`src/verilog/bbfc_pkg.sv`:
```
package bbfc_pkg;

  // apb side
  localparam int          ADDR_W        = 8;
  localparam int          DATA_W        = 32;
  localparam logic [7:0]  ADDR_INSTR    = 8'h00;
  localparam logic [7:0]  ADDR_GPR1_LO  = 8'h04;
  localparam logic [7:0]  ADDR_GPR1_HI  = 8'h08;
  localparam logic [7:0]  ADDR_GPR2_LO  = 8'h0c;
  localparam logic [7:0]  ADDR_GPR2_HI  = 8'h10;
  localparam logic [7:0]  ADDR_FS_LO    = 8'h14;
  localparam logic [7:0]  ADDR_FS_HI    = 8'h18;
  localparam logic [7:0]  ADDR_FT_LO    = 8'h1c;
  localparam logic [7:0]  ADDR_FT_HI    = 8'h20;
  localparam logic [7:0]  ADDR_PC_LO    = 8'h24;
  localparam logic [7:0]  ADDR_PC_HI    = 8'h28;
  localparam logic [7:0]  ADDR_FPCSR    = 8'h2c;
  localparam logic [7:0]  ADDR_STATUS   = 8'h30;
  localparam logic [7:0]  ADDR_TGT_LO   = 8'h34;
  localparam logic [7:0]  ADDR_TGT_HI   = 8'h38;

  // instruction fields
  localparam int          OPC_LSB       = 26;
  localparam int          RS_LSB        = 21;
  localparam int          RT_LSB        = 16;
  localparam int          FMT_LSB       = 21;
  localparam int          CC_LSB        = 8;
  localparam int          ZERO_LSB      = 6;
  localparam int          TAG_LSB       = 4;
  localparam int          COND_LSB      = 0;
  localparam int          FUNC_LSB      = 0;
  localparam int          OFS_LSB       = 0;

  // encodings
  localparam logic [5:0]  OP_REG_IMM    = 6'h01;
  localparam logic [4:0]  RI_NEG_LIKELY = 5'h02;
  localparam logic [5:0]  OP_UNEQUAL    = 6'h05;
  localparam logic [5:0]  OP_UNEQ_LIKELY = 6'h15;
  localparam logic [5:0]  OP_SPECIAL    = 6'h00;
  localparam logic [5:0]  FN_BREAK      = 6'h0d;
  localparam logic [5:0]  OP_FP_COP     = 6'h11;
  localparam logic [1:0]  CMP_TAG       = 2'h3;
  localparam logic [4:0]  FMT_SINGLE    = 5'h10;
  localparam logic [4:0]  FMT_DOUBLE    = 5'h11;
  localparam logic [4:0]  FMT_PAIRED    = 5'h16;

  // float layouts
  localparam int          EXP_S         = 8;
  localparam int          MAN_S         = 23;
  localparam int          EXP_D         = 11;
  localparam int          MAN_D         = 52;

  // fp control/status layout
  localparam int          FPCSR_W       = 10;
  localparam int          FPCSR_CC_LSB  = 0;
  localparam int          FPCSR_FLAG    = 8;
  localparam int          FPCSR_EN      = 9;
  localparam logic [9:0]  RST_FPCSR     = 10'h000;
  localparam int          EVT_W         = 5;
  localparam logic [4:0]  RST_EVT       = 5'h00;
  localparam logic [31:0] RST_WORD      = 32'h0000_0000;
  localparam logic [63:0] RST_DWORD     = 64'h0000_0000_0000_0000;
  localparam logic [63:0] SLOT_STEP     = 64'h0000_0000_0000_0004;

  typedef enum logic [1:0] {
    ST_IDLE = 2'b01,
    ST_SLOT = 2'b10
  } bbfc_state_t;

endpackage
```
`src/verilog/bbfc_exec.sv`:
```
// Decided for this implementation: the register offsets and the APB slave port.
`timescale 1ns/1ps
module bbfc_exec (
  input  wire logic                          pclk,
  input  wire logic                          presetn,
  input  wire logic                          psel,
  input  wire logic                          penable,
  input  wire logic                          pwrite,
  input  wire logic [bbfc_pkg::ADDR_W-1:0]   paddr,
  input  wire logic [bbfc_pkg::DATA_W-1:0]   pwdata,
  output logic      [bbfc_pkg::DATA_W-1:0]   prdata,
  output logic                               pready,
  output logic                               pslverr,
  output logic                               redirect_valid,
  output logic      [63:0]                   redirect_target,
  output logic                               slot_nullify,
  output logic                               bkpt_exception,
  output logic                               fp_invalid_exception,
  output logic                               reserved_instr
);
  import bbfc_pkg::*;

  logic [31:0]          instr_reg;
  logic                 go_reg;
  logic [63:0]          gpr_first_reg;
  logic [63:0]          gpr_second_reg;
  logic [63:0]          fs_reg;
  logic [63:0]          ft_reg;
  logic [63:0]          pc_reg;
  logic [63:0]          target_reg;
  logic [FPCSR_W-1:0]   fpcsr_reg;
  logic [EVT_W-1:0]     evt_reg;
  logic                 slot_taken_reg;
  logic                 slot_likely_reg;
  logic [31:0]          prdata_reg;
  logic                 err_reg;
  logic                 redirect_reg;
  logic                 nullify_reg;
  logic                 bkpt_reg;
  logic                 fpe_reg;
  logic                 resv_reg;
  bbfc_state_t          state_reg;
  bbfc_state_t          state_next;

  // apb address decode
  wire logic sel_instr  = (paddr == ADDR_INSTR);
  wire logic sel_g1_lo  = (paddr == ADDR_GPR1_LO);
  wire logic sel_g1_hi  = (paddr == ADDR_GPR1_HI);
  wire logic sel_g2_lo  = (paddr == ADDR_GPR2_LO);
  wire logic sel_g2_hi  = (paddr == ADDR_GPR2_HI);
  wire logic sel_fs_lo  = (paddr == ADDR_FS_LO);
  wire logic sel_fs_hi  = (paddr == ADDR_FS_HI);
  wire logic sel_ft_lo  = (paddr == ADDR_FT_LO);
  wire logic sel_ft_hi  = (paddr == ADDR_FT_HI);
  wire logic sel_pc_lo  = (paddr == ADDR_PC_LO);
  wire logic sel_pc_hi  = (paddr == ADDR_PC_HI);
  wire logic sel_fpcsr  = (paddr == ADDR_FPCSR);
  wire logic sel_status = (paddr == ADDR_STATUS);
  wire logic sel_tgt_lo = (paddr == ADDR_TGT_LO);
  wire logic sel_tgt_hi = (paddr == ADDR_TGT_HI);
  wire logic addr_ok    = sel_instr | sel_g1_lo | sel_g1_hi | sel_g2_lo | sel_g2_hi | sel_fs_lo | sel_fs_hi
                        | sel_ft_lo | sel_ft_hi | sel_pc_lo | sel_pc_hi | sel_fpcsr | sel_status
                        | sel_tgt_lo | sel_tgt_hi;
  wire logic setup      = psel & ~penable;
  wire logic wr_en      = psel & penable & pwrite & addr_ok;
  wire logic fpcsr_wr   = wr_en & sel_fpcsr;

  // read data selection, captured in the setup cycle
  wire logic [31:0] status_word = {25'h0000000, evt_reg, slot_taken_reg, state_reg == ST_SLOT};
  wire logic [31:0] rd_mux =
      sel_instr  ? instr_reg            : sel_g1_lo ? gpr_first_reg[31:0]  : sel_g1_hi ? gpr_first_reg[63:32]  :
      sel_g2_lo  ? gpr_second_reg[31:0] : sel_g2_hi ? gpr_second_reg[63:32] :
      sel_fs_lo  ? fs_reg[31:0]         : sel_fs_hi ? fs_reg[63:32]        :
      sel_ft_lo  ? ft_reg[31:0]         : sel_ft_hi ? ft_reg[63:32]        :
      sel_pc_lo  ? pc_reg[31:0]         : sel_pc_hi ? pc_reg[63:32]        :
      sel_fpcsr  ? {22'h000000, fpcsr_reg} : sel_status ? status_word      :
      sel_tgt_lo ? target_reg[31:0]     : sel_tgt_hi ? target_reg[63:32]   : RST_WORD;

  assign pready  = psel & penable;
  assign prdata  = prdata_reg;
  assign pslverr = psel & penable & err_reg;

  // read data and error flag flops
  always_ff @(posedge pclk or negedge presetn) begin
    if (!presetn) begin
      prdata_reg <= RST_WORD;
      err_reg    <= 1'b0;
    end else if (setup) begin
      prdata_reg <= rd_mux;
      err_reg    <= ~addr_ok;
    end
  end

  // software-written operand registers
  always_ff @(posedge pclk or negedge presetn) begin
    if (!presetn) begin
      gpr_first_reg  <= RST_DWORD;
      gpr_second_reg <= RST_DWORD;
      fs_reg         <= RST_DWORD;
      ft_reg         <= RST_DWORD;
      pc_reg         <= RST_DWORD;
    end else if (wr_en) begin
      if (sel_g1_lo) gpr_first_reg[31:0]   <= pwdata;
      if (sel_g1_hi) gpr_first_reg[63:32]  <= pwdata;
      if (sel_g2_lo) gpr_second_reg[31:0]  <= pwdata;
      if (sel_g2_hi) gpr_second_reg[63:32] <= pwdata;
      if (sel_fs_lo) fs_reg[31:0]          <= pwdata;
      if (sel_fs_hi) fs_reg[63:32]         <= pwdata;
      if (sel_ft_lo) ft_reg[31:0]          <= pwdata;
      if (sel_ft_hi) ft_reg[63:32]         <= pwdata;
      if (sel_pc_lo) pc_reg[31:0]          <= pwdata;
      if (sel_pc_hi) pc_reg[63:32]         <= pwdata;
    end
  end

  // writing the instruction word launches it on the next cycle
  always_ff @(posedge pclk or negedge presetn) begin
    if (!presetn) begin
      instr_reg <= RST_WORD;
      go_reg    <= 1'b0;
    end else begin
      if (wr_en && sel_instr) instr_reg <= pwdata;
      go_reg <= wr_en & sel_instr;
    end
  end

  // instruction decode
  wire logic [5:0]  opc       = instr_reg[OPC_LSB +: 6];
  wire logic [3:0]  cond      = instr_reg[COND_LSB +: 4];
  wire logic [4:0]  fmt       = instr_reg[FMT_LSB +: 5];
  wire logic [2:0]  cc_idx    = instr_reg[CC_LSB +: 3];
  wire logic [2:0]  cc_idx_hi = cc_idx + 3'h1; // odd index: unpredictable, wraps
  wire logic        is_neg_l  = (opc == OP_REG_IMM) && (instr_reg[RT_LSB +: 5] == RI_NEG_LIKELY);
  wire logic        is_uneq   = (opc == OP_UNEQUAL);
  wire logic        is_uneq_l = (opc == OP_UNEQ_LIKELY);
  wire logic        is_branch = is_neg_l | is_uneq | is_uneq_l;
  wire logic        is_break  = (opc == OP_SPECIAL) && (instr_reg[FUNC_LSB +: 6] == FN_BREAK);
  wire logic        is_s      = (fmt == FMT_SINGLE);
  wire logic        is_d      = (fmt == FMT_DOUBLE);
  wire logic        is_ps     = (fmt == FMT_PAIRED);
  wire logic        cmp_shape = (opc == OP_FP_COP) && (instr_reg[TAG_LSB +: 2] == CMP_TAG)
                              && (instr_reg[ZERO_LSB +: 2] == 2'h0);
  wire logic        is_fcmp   = cmp_shape & (is_s | is_d | is_ps);
  wire logic        in_slot   = (state_reg == ST_SLOT);

  // branch condition and target
  wire logic        neg_sign  = gpr_first_reg[63];
  wire logic        unequal   = (gpr_first_reg != gpr_second_reg);
  wire logic        br_cond   = is_neg_l ? neg_sign : unequal;
  wire logic        br_likely = is_neg_l | is_uneq_l;
  wire logic [63:0] offset_ext = {{46{instr_reg[OFS_LSB + 15]}}, instr_reg[OFS_LSB +: 16], 2'b00};
  wire logic [63:0] target_calc = pc_reg + SLOT_STEP + offset_ext;

  // a not-taken likely branch kills its slot instruction
  wire logic        nullified = in_slot & slot_likely_reg & ~slot_taken_reg;
  wire logic        live      = go_reg & ~nullified;
  wire logic        exec_br   = live & is_branch & ~in_slot;

  // floating-point compare units: low single, high single, double
  logic lo_lt, lo_eq, lo_un, lo_sn, lo_qn;
  logic hi_lt, hi_eq, hi_un, hi_sn, hi_qn;
  logic d_lt, d_eq, d_un, d_sn, d_qn;
  bbfc_fp_cmp #(.EXP_W(EXP_S), .MAN_W(MAN_S)) u_cmp_lo (
    .op_a (fs_reg[31:0]),
    .op_b (ft_reg[31:0]),
    .lt   (lo_lt),
    .eq   (lo_eq),
    .un   (lo_un),
    .snan (lo_sn),
    .qnan (lo_qn)
  );
  bbfc_fp_cmp #(.EXP_W(EXP_S), .MAN_W(MAN_S)) u_cmp_hi (
    .op_a (fs_reg[63:32]),
    .op_b (ft_reg[63:32]),
    .lt   (hi_lt),
    .eq   (hi_eq),
    .un   (hi_un),
    .snan (hi_sn),
    .qnan (hi_qn)
  );
  bbfc_fp_cmp #(.EXP_W(EXP_D), .MAN_W(MAN_D)) u_cmp_d (
    .op_a (fs_reg),
    .op_b (ft_reg),
    .lt   (d_lt),
    .eq   (d_eq),
    .un   (d_un),
    .snan (d_sn),
    .qnan (d_qn)
  );

  // predicate evaluation and invalid detection
  wire logic s_lt   = is_d ? d_lt : lo_lt;
  wire logic s_eq   = is_d ? d_eq : lo_eq;
  wire logic s_un   = is_d ? d_un : lo_un;
  wire logic s_sn   = is_d ? d_sn : lo_sn;
  wire logic s_qn   = is_d ? d_qn : lo_qn;
  wire logic res_lo = (cond[2] & s_lt) | (cond[1] & s_eq) | (cond[0] & s_un);
  wire logic res_hi = (cond[2] & hi_lt) | (cond[1] & hi_eq) | (cond[0] & hi_un);
  wire logic inv_lo = s_sn | (cond[3] & s_qn);
  wire logic inv_hi = hi_sn | (cond[3] & hi_qn);
  wire logic inv    = inv_lo | (is_ps & inv_hi);
  wire logic cmp_go = live & is_fcmp;
  wire logic fpe_now = cmp_go & inv & fpcsr_reg[FPCSR_EN];
  wire logic write_cc = cmp_go & ~fpe_now;
  // condition-code merge; hardware update wins over a same-cycle software write
  wire logic [7:0] cc_base  = fpcsr_wr ? pwdata[7:0] : fpcsr_reg[FPCSR_CC_LSB +: 8];
  wire logic [7:0] mask_lo  = 8'h01 << cc_idx;
  wire logic [7:0] mask_hi  = is_ps ? (8'h01 << cc_idx_hi) : 8'h00;
  wire logic [7:0] cc_val   = ({8{res_lo}} & mask_lo) | ({8{res_hi}} & mask_hi);
  wire logic [7:0] cc_next  = write_cc ? ((cc_base & ~(mask_lo | mask_hi)) | cc_val) : cc_base;
  wire logic       flag_next = (fpcsr_wr ? pwdata[FPCSR_FLAG] : fpcsr_reg[FPCSR_FLAG]) | (cmp_go & inv);
  wire logic       en_next   = fpcsr_wr ? pwdata[FPCSR_EN] : fpcsr_reg[FPCSR_EN];
  // breakpoint and fp invalid exceptions in a slot cancel the pending redirect; a reserved instruction does not
  wire logic bkpt_now  = live & is_break;
  wire logic resv_now  = live & cmp_shape & ~is_fcmp;
  wire logic redir_now = go_reg & in_slot & slot_taken_reg & ~bkpt_now & ~fpe_now;

  // fp control/status register
  always_ff @(posedge pclk or negedge presetn) begin
    if (!presetn) fpcsr_reg <= RST_FPCSR;
    else          fpcsr_reg <= {en_next, flag_next, cc_next};
  end

  // branch sequencing state
  always_comb begin
    case (state_reg)
      ST_IDLE: state_next = exec_br ? ST_SLOT : ST_IDLE;
      ST_SLOT: state_next = go_reg ? ST_IDLE : ST_SLOT;
      default: state_next = ST_IDLE;
    endcase
  end

  always_ff @(posedge pclk or negedge presetn) begin
    if (!presetn) begin
      state_reg       <= ST_IDLE;
      slot_taken_reg  <= 1'b0;
      slot_likely_reg <= 1'b0;
      target_reg      <= RST_DWORD;
    end else begin
      state_reg <= state_next;
      if (exec_br) begin
        slot_taken_reg  <= br_cond;
        slot_likely_reg <= br_likely;
        target_reg      <= target_calc;
      end
    end
  end

  // event pulses and last-event record
  always_ff @(posedge pclk or negedge presetn) begin
    if (!presetn) begin
      redirect_reg <= 1'b0;
      nullify_reg  <= 1'b0;
      bkpt_reg     <= 1'b0;
      fpe_reg      <= 1'b0;
      resv_reg     <= 1'b0;
      evt_reg      <= RST_EVT;
    end else begin
      redirect_reg <= redir_now;
      nullify_reg  <= go_reg & nullified;
      bkpt_reg     <= bkpt_now;
      fpe_reg      <= fpe_now;
      resv_reg     <= resv_now;
      if (go_reg) evt_reg <= {resv_now, fpe_now, bkpt_now, nullified, redir_now};
    end
  end

  assign redirect_valid       = redirect_reg;
  assign redirect_target      = target_reg;
  assign slot_nullify         = nullify_reg;
  assign bkpt_exception       = bkpt_reg;
  assign fp_invalid_exception = fpe_reg;
  assign reserved_instr       = resv_reg;

  // checks
  a_target_form: assert property (@(posedge pclk) disable iff (!presetn)
    exec_br |=> target_reg == $past(pc_reg) + SLOT_STEP + $past(offset_ext))
    else $error("branch target wrong");
  a_neg_sign_taken: assert property (@(posedge pclk) disable iff (!presetn)
    (exec_br && is_neg_l) |=> (slot_taken_reg == $past(gpr_first_reg[63])) && slot_likely_reg)
    else $error("negative likely condition wrong");
  a_slot_nullified: assert property (@(posedge pclk) disable iff (!presetn)
    (go_reg && in_slot && slot_likely_reg && !slot_taken_reg) |=>
      slot_nullify && !bkpt_exception && !fp_invalid_exception && !redirect_valid && $stable(fpcsr_reg))
    else $error("likely slot not nullified");
  a_redirect_after_slot: assert property (@(posedge pclk) disable iff (!presetn)
    (in_slot && slot_taken_reg) |-> !redirect_valid)
    else $error("redirect before slot");
  a_redirect_cause: assert property (@(posedge pclk) disable iff (!presetn)
    redirect_valid |-> $past(go_reg) && $past(state_reg == ST_SLOT) && $past(slot_taken_reg))
    else $error("redirect without taken slot");
  a_unequal_plain: assert property (@(posedge pclk) disable iff (!presetn)
    (exec_br && is_uneq) |=> (slot_taken_reg == $past(unequal)) && !slot_likely_reg)
    else $error("unequal branch wrong");
  a_unequal_likely: assert property (@(posedge pclk) disable iff (!presetn)
    (exec_br && is_uneq_l) |=> (slot_taken_reg == $past(unequal)) && slot_likely_reg)
    else $error("unequal likely wrong");
  a_break_raise: assert property (@(posedge pclk) disable iff (!presetn)
    (live && is_break) |=> bkpt_exception ##1 !bkpt_exception)
    else $error("breakpoint not raised once");
  a_cc_write_low: assert property (@(posedge pclk) disable iff (!presetn)
    write_cc |=> fpcsr_reg[$past(cc_idx)] == $past(res_lo))
    else $error("condition code not written");
  a_cc_write_high: assert property (@(posedge pclk) disable iff (!presetn)
    (write_cc && is_ps) |=> fpcsr_reg[$past(cc_idx_hi)] == $past(res_hi))
    else $error("upper half code not written");
  a_invalid_flag: assert property (@(posedge pclk) disable iff (!presetn)
    (cmp_go && (s_sn || (cond[3] && s_qn))) |=> fpcsr_reg[FPCSR_FLAG])
    else $error("invalid flag not set");
  a_invalid_trap: assert property (@(posedge pclk) disable iff (!presetn)
    (cmp_go && inv && fpcsr_reg[FPCSR_EN] && !fpcsr_wr) |=>
      fp_invalid_exception && $stable(fpcsr_reg[FPCSR_CC_LSB +: 8]))
    else $error("enabled invalid wrote result");
  a_unordered_excl: assert property (@(posedge pclk) disable iff (!presetn)
    cmp_go |-> !(s_lt && s_eq) && (s_un == (!s_lt && !s_eq && s_un)))
    else $error("ordering relations overlap");
  a_zero_equal: assert property (@(posedge pclk) disable iff (!presetn)
    (cmp_go && is_s && fs_reg[30:0] == 31'h00000000 && ft_reg[30:0] == 31'h00000000) |-> lo_eq && !lo_lt)
    else $error("signed zeros unequal");
endmodule // bbfc_exec

```
`src/verilog/bbfc_fp_cmp.sv`:
```
`timescale 1ns/1ps
module bbfc_fp_cmp #(
  parameter int EXP_W = 8,
  parameter int MAN_W = 23
) (
  input  wire logic [EXP_W+MAN_W:0] op_a,
  input  wire logic [EXP_W+MAN_W:0] op_b,
  output logic                      lt,
  output logic                      eq,
  output logic                      un,
  output logic                      snan,
  output logic                      qnan
);
  localparam int W = EXP_W + MAN_W + 1;

  // field split and nan classes
  wire logic [EXP_W-1:0] exp_a  = op_a[W-2 -: EXP_W];
  wire logic [EXP_W-1:0] exp_b  = op_b[W-2 -: EXP_W];
  wire logic [MAN_W-1:0] man_a  = op_a[MAN_W-1:0];
  wire logic [MAN_W-1:0] man_b  = op_b[MAN_W-1:0];
  wire logic [W-2:0]     mag_a  = op_a[W-2:0];
  wire logic [W-2:0]     mag_b  = op_b[W-2:0];
  wire logic             nan_a  = (&exp_a) & (|man_a);
  wire logic             nan_b  = (&exp_b) & (|man_b);
  wire logic             zero_2 = ~(|mag_a) & ~(|mag_b);

  // exact magnitude compare, no rounding so no overflow or underflow
  wire logic             eq_raw = zero_2 | (op_a == op_b);
  wire logic             lt_raw = (op_a[W-1] != op_b[W-1]) ? (op_a[W-1] & ~zero_2) :
                                  (op_a[W-1] ? (mag_a > mag_b) : (mag_a < mag_b));

  // unordered excludes the other relations
  assign un   = nan_a | nan_b;
  assign eq   = ~un & eq_raw;
  assign lt   = ~un & lt_raw;
  assign snan = (nan_a & ~man_a[MAN_W-1]) | (nan_b & ~man_b[MAN_W-1]);
  assign qnan = (nan_a & man_a[MAN_W-1]) | (nan_b & man_b[MAN_W-1]);
endmodule // bbfc_fp_cmp

```
`config.mk`:
```
export PLATFORM = sky130hd
export DESIGN_NAME = bbfc_exec
export DESIGN_NICKNAME = d
export VERILOG_FILES = /design/src/verilog/bbfc_pkg.sv /design/src/verilog/bbfc_exec.sv /design/src/verilog/bbfc_fp_cmp.sv
export SDC_FILE = /design/constraint.sdc
export NUM_CORES = 1
export LEC_CHECK = 0
export BUFFER_PORTS_ARGS = -buffer_cell sky130_fd_sc_hd__buf_2
export CAP_MARGIN = 25
export CORE_ASPECT_RATIO = 1.4
export CORE_MARGIN = 8
export CORE_UTILIZATION = 30
export DETAILED_ROUTE_END_ITERATION = 8
export PLACE_DENSITY = 0.52
export REMOVE_ABC_BUFFERS = 1
export SYNTH_ARGS = -nofsm -noshare
export SYNTH_HDL_FRONTEND = slang
export SYNTH_SLANG_ARGS = --single-unit
```
`constraint.sdc`:
```
create_clock -name pclk -period 4.9 [get_ports pclk]
set_input_delay 0.735 -clock pclk [delete_from_list [all_inputs] [get_ports pclk]]
set_output_delay 0.735 -clock pclk [all_outputs]
set_load 0.005 [all_outputs]
```
==> flow_summary.toml <==
[detailed_routing]
ant_nets = 0
wl_um = 110700
drt-initial-drc-count = 1815
wl_per_cell_um = 26.44
dr.pass1.iters = 8
vias = 23130
via_per_inst = 5.523
remaining_drc_errors = 0

[hold_path]
worstHoldPathType = "in2async"

[worst_setup_path]
r2r_slack_ps = 790
startpoint_type = "flip-flop"
path_class = "reg2reg"
worstReg2RegEnd = "redirect_target[61]"
r2r_start = "instr_reg[0]"
worstPathRequired_ps = 5360
crit_arrival_ps = 4570
cp_max_fo = 4
worst_setup_path_end_kind = "flip-flop"
reg2reg_depth = 16

[clock_network]
holdBufCountCts = 0
root_buffer = "clkbuf_16"
clk_path_buf_depth = 3
numCtsBuffers = 49
postCtsSetupRepairBufs = 0
cts_tree = "yes"
htreeDepth = 2
insertion_delay_ps = 650
cts_resized = 0
clock_sinks = 474
clkTransAtPathRegs_ps = 60

[timing]
relSlewSlack = 0.2901
finClkSkew_ps = 49.46
fin_setup_tns_ps = 0
fmax_mhz = 243.5
maxSlewViolCount = 0
finalCriticalPeriod_ps = 4107
tightest_slew_ps = 1055
finalHoldViolCount = 0
hold_slack_ps = 71.74
rsz0062_at_grt = "false"
setup-violations-final = 0
period_share = 0.8382

[yosys]
syn-cell-area_um2 = 28210
ys_ff_latch = 474
synth_edf_count = 0
synth_top_area_cell = "dfrtp_1"
yosys_warnings = 0
synth_top_area_share = 0.4196
synthTopCellsByArea = "dfrtp_1 42%, mux2_2 11%, ha_1 8.4%"
syn_inst = 2825
ys_seq_area_frac = 0.4205
async_flop_share = 1.000
synth_cell_type_count = 101
syn_area_per_cell_um2 = 9.985
synthFlopType = "dfrtp_1"

[global_routing]
grt_max_degree = 105
grt-ovfl-total = 0
antenna_found_initial = 6
grt_pass1_vias = 22950
grt_pass1_wl_um = 161800
globalRouteTotalUtil = 0.2087

[pwr]
powerDensity_nw_per_um2 = 256.4
leakage_nw = 16.30
ir_drop_mv = 0.2337

[place]
io_buffers = 147
placed_cells_incl_taps = 4096
routabilityCongestion = 0.9306
hpwl_um = 85590

[outcome]
status = "completed"

[die]
dieWidth_um = 275.2
fp.dieArea_um2 = 104200
dieHeight_um = 378.8
rows = 133
io_pins = 148
core_area_um2 = 93520
start_util = 0.3016

[final_layout]
finalNonFillerCells = 4188
nets = 3167
antenna_cells = 0
area.growth.synth_to_final_pct = 14.58
drive_gt1_frac = 0.2247

[flow_run]
drv_cap = 0
-- logic make-up (layout without fill, tap and decap cells) --
family / Yosys count / in the layout / synth area share
compound gates: 746 / 746 / 0.1739
mux: 302 / 302 / 0.1198
flops: 474 / 474 / 0.4205
simple gates: 726 / 726 / 0.1247
buf+inv: 266 / 414 / 0.03903
fa+ha+maj: 190 / 190 / 0.08454
xor+xnor: 121 / 121 / 0.03757
-- report_power, final --
group / leakage, nW / total (W) / switching, W / internal, W
logic: 9.22 / 0.000288 / 0.000229 / 0.0000592
registers: 6.23 / 0.00393 / 0.00000886 / 0.00392
clock network: 0.853 / 0.00407 / 0.00177 / 0.00230
total: 16.3 / 0.00829 / 0.00201 / 0.00628
-- cell type report --
class | count | area, um^2
fill | 9623 | 61200
multi-input combinational | 2085 | 15340
sequential | 474 | 11860
tap | 1215 | 1520
timing repair buffer | 227 | 1509
clock buffer | 66 | 1400
inverter | 95 | 356.6
clock inverter | 26 | 335.3
-- how the worst max path moves through the flow --
stage,start,end,slack (ps),depth (start not counted)
CTS,instr_reg[15],redirect_target[62],820,14
detailed placement,instr_reg[15],redirect_target[62],830,14
global route,instr_reg[15],redirect_target[62],430,14
floorplan,paddr[1],gpr_second_reg[32],-400,6
global placement,instr_reg[15],redirect_target[62],840,14
finish,instr_reg[0],redirect_target[61],790,16
-- cell usage in the layout, fill, tap and decap left out, drive strengths merged, types with 15 or more instances in the layout --
master  count
o21ai     217
and3       15
a22oi      94
ha        189
o21bai     20
clkbuf     66
dfrtp     473
nor2      122
a221oi     20
nor4       54
a21o       64
mux2i      18
a21oi     138
nand3      54
xor2       90
buf       227
nor3       50
nand2     303
clkinv     17
mux2      284
a221o      15
inv        96
o22ai      32
a211oi     29
nand4      45
xnor2      31
a31oi      27
nand2b     18
-- synthesized netlist by cell type, types with 7 or more instances --
cell,number
a221oi_1,19
buf_4,12
o31ai_1,10
clkbuf_1,111
o21ai_0,205
and2_1,14
mux2i_1,18
a221o_1,15
a21oi_1,137
dfrtp_1,473
and3_1,11
and4_1,8
o21ai_1,11
nand4_1,45
ha_1,189
a21o_1,64
inv_1,93
a31oi_1,27
nor2b_1,10
o22ai_1,32
a22oi_1,94
xnor2_1,31
nand2_1,303
nor3_1,43
nor2_1,119
nand3_1,53
buf_2,38
o221ai_1,9
o21bai_1,19
xor2_1,90
o21a_1,14
buf_1,7
a211oi_1,26
a222oi_1,10
nor4_1,52
mux2_2,284
nand2b_1,18
-- layer usage --
| metal | vias up | GRT usage | wire length, um |
|---|---|---|---|
| met5 | - | 0 | 68 |
| met4 | 10 | 0.1080 | 6487 |
| met3 | 233 | 0.02930 | 5215 |
| met2 | 674 | 0.3692 | 55810 |
| met1 | 11620 | 0.2438 | 43160 |
| li1 | 10590 | - | - |
-- stage by stage --
stage            util  worst slack (ps)  total power, W  instance area (um^2)
5_1_grt        0.3456             432.7        0.008535                 32320
6_report       0.3456             792.6        0.008287                 32320
3_5_place_dp   0.3270             829.8        0.004300                 30590
3_3_place_gp   0.3270             842.5        0.004299                 30590
2_1_floorplan       -            -401.7        0.004056                 27460
4_1_cts        0.3456             821.7        0.008383                 32320
-- critical path, stage by stage (launching register included) --
cell and delay [ps]:
dfrtp_1 430, inv_1 210, ha_1 180, inv_1 60, ha_1 230, fa_1 440, a211oi_2 260, o211ai_2 170
a21oi_1 290, o31ai_2 150, nand3_1 130, a21oi_1 80, o22ai_1 470, o31ai_2 220, a311oi_1 360, xor2_1 190
o21ai_1 80
Power figures use the tool's default switching activity.
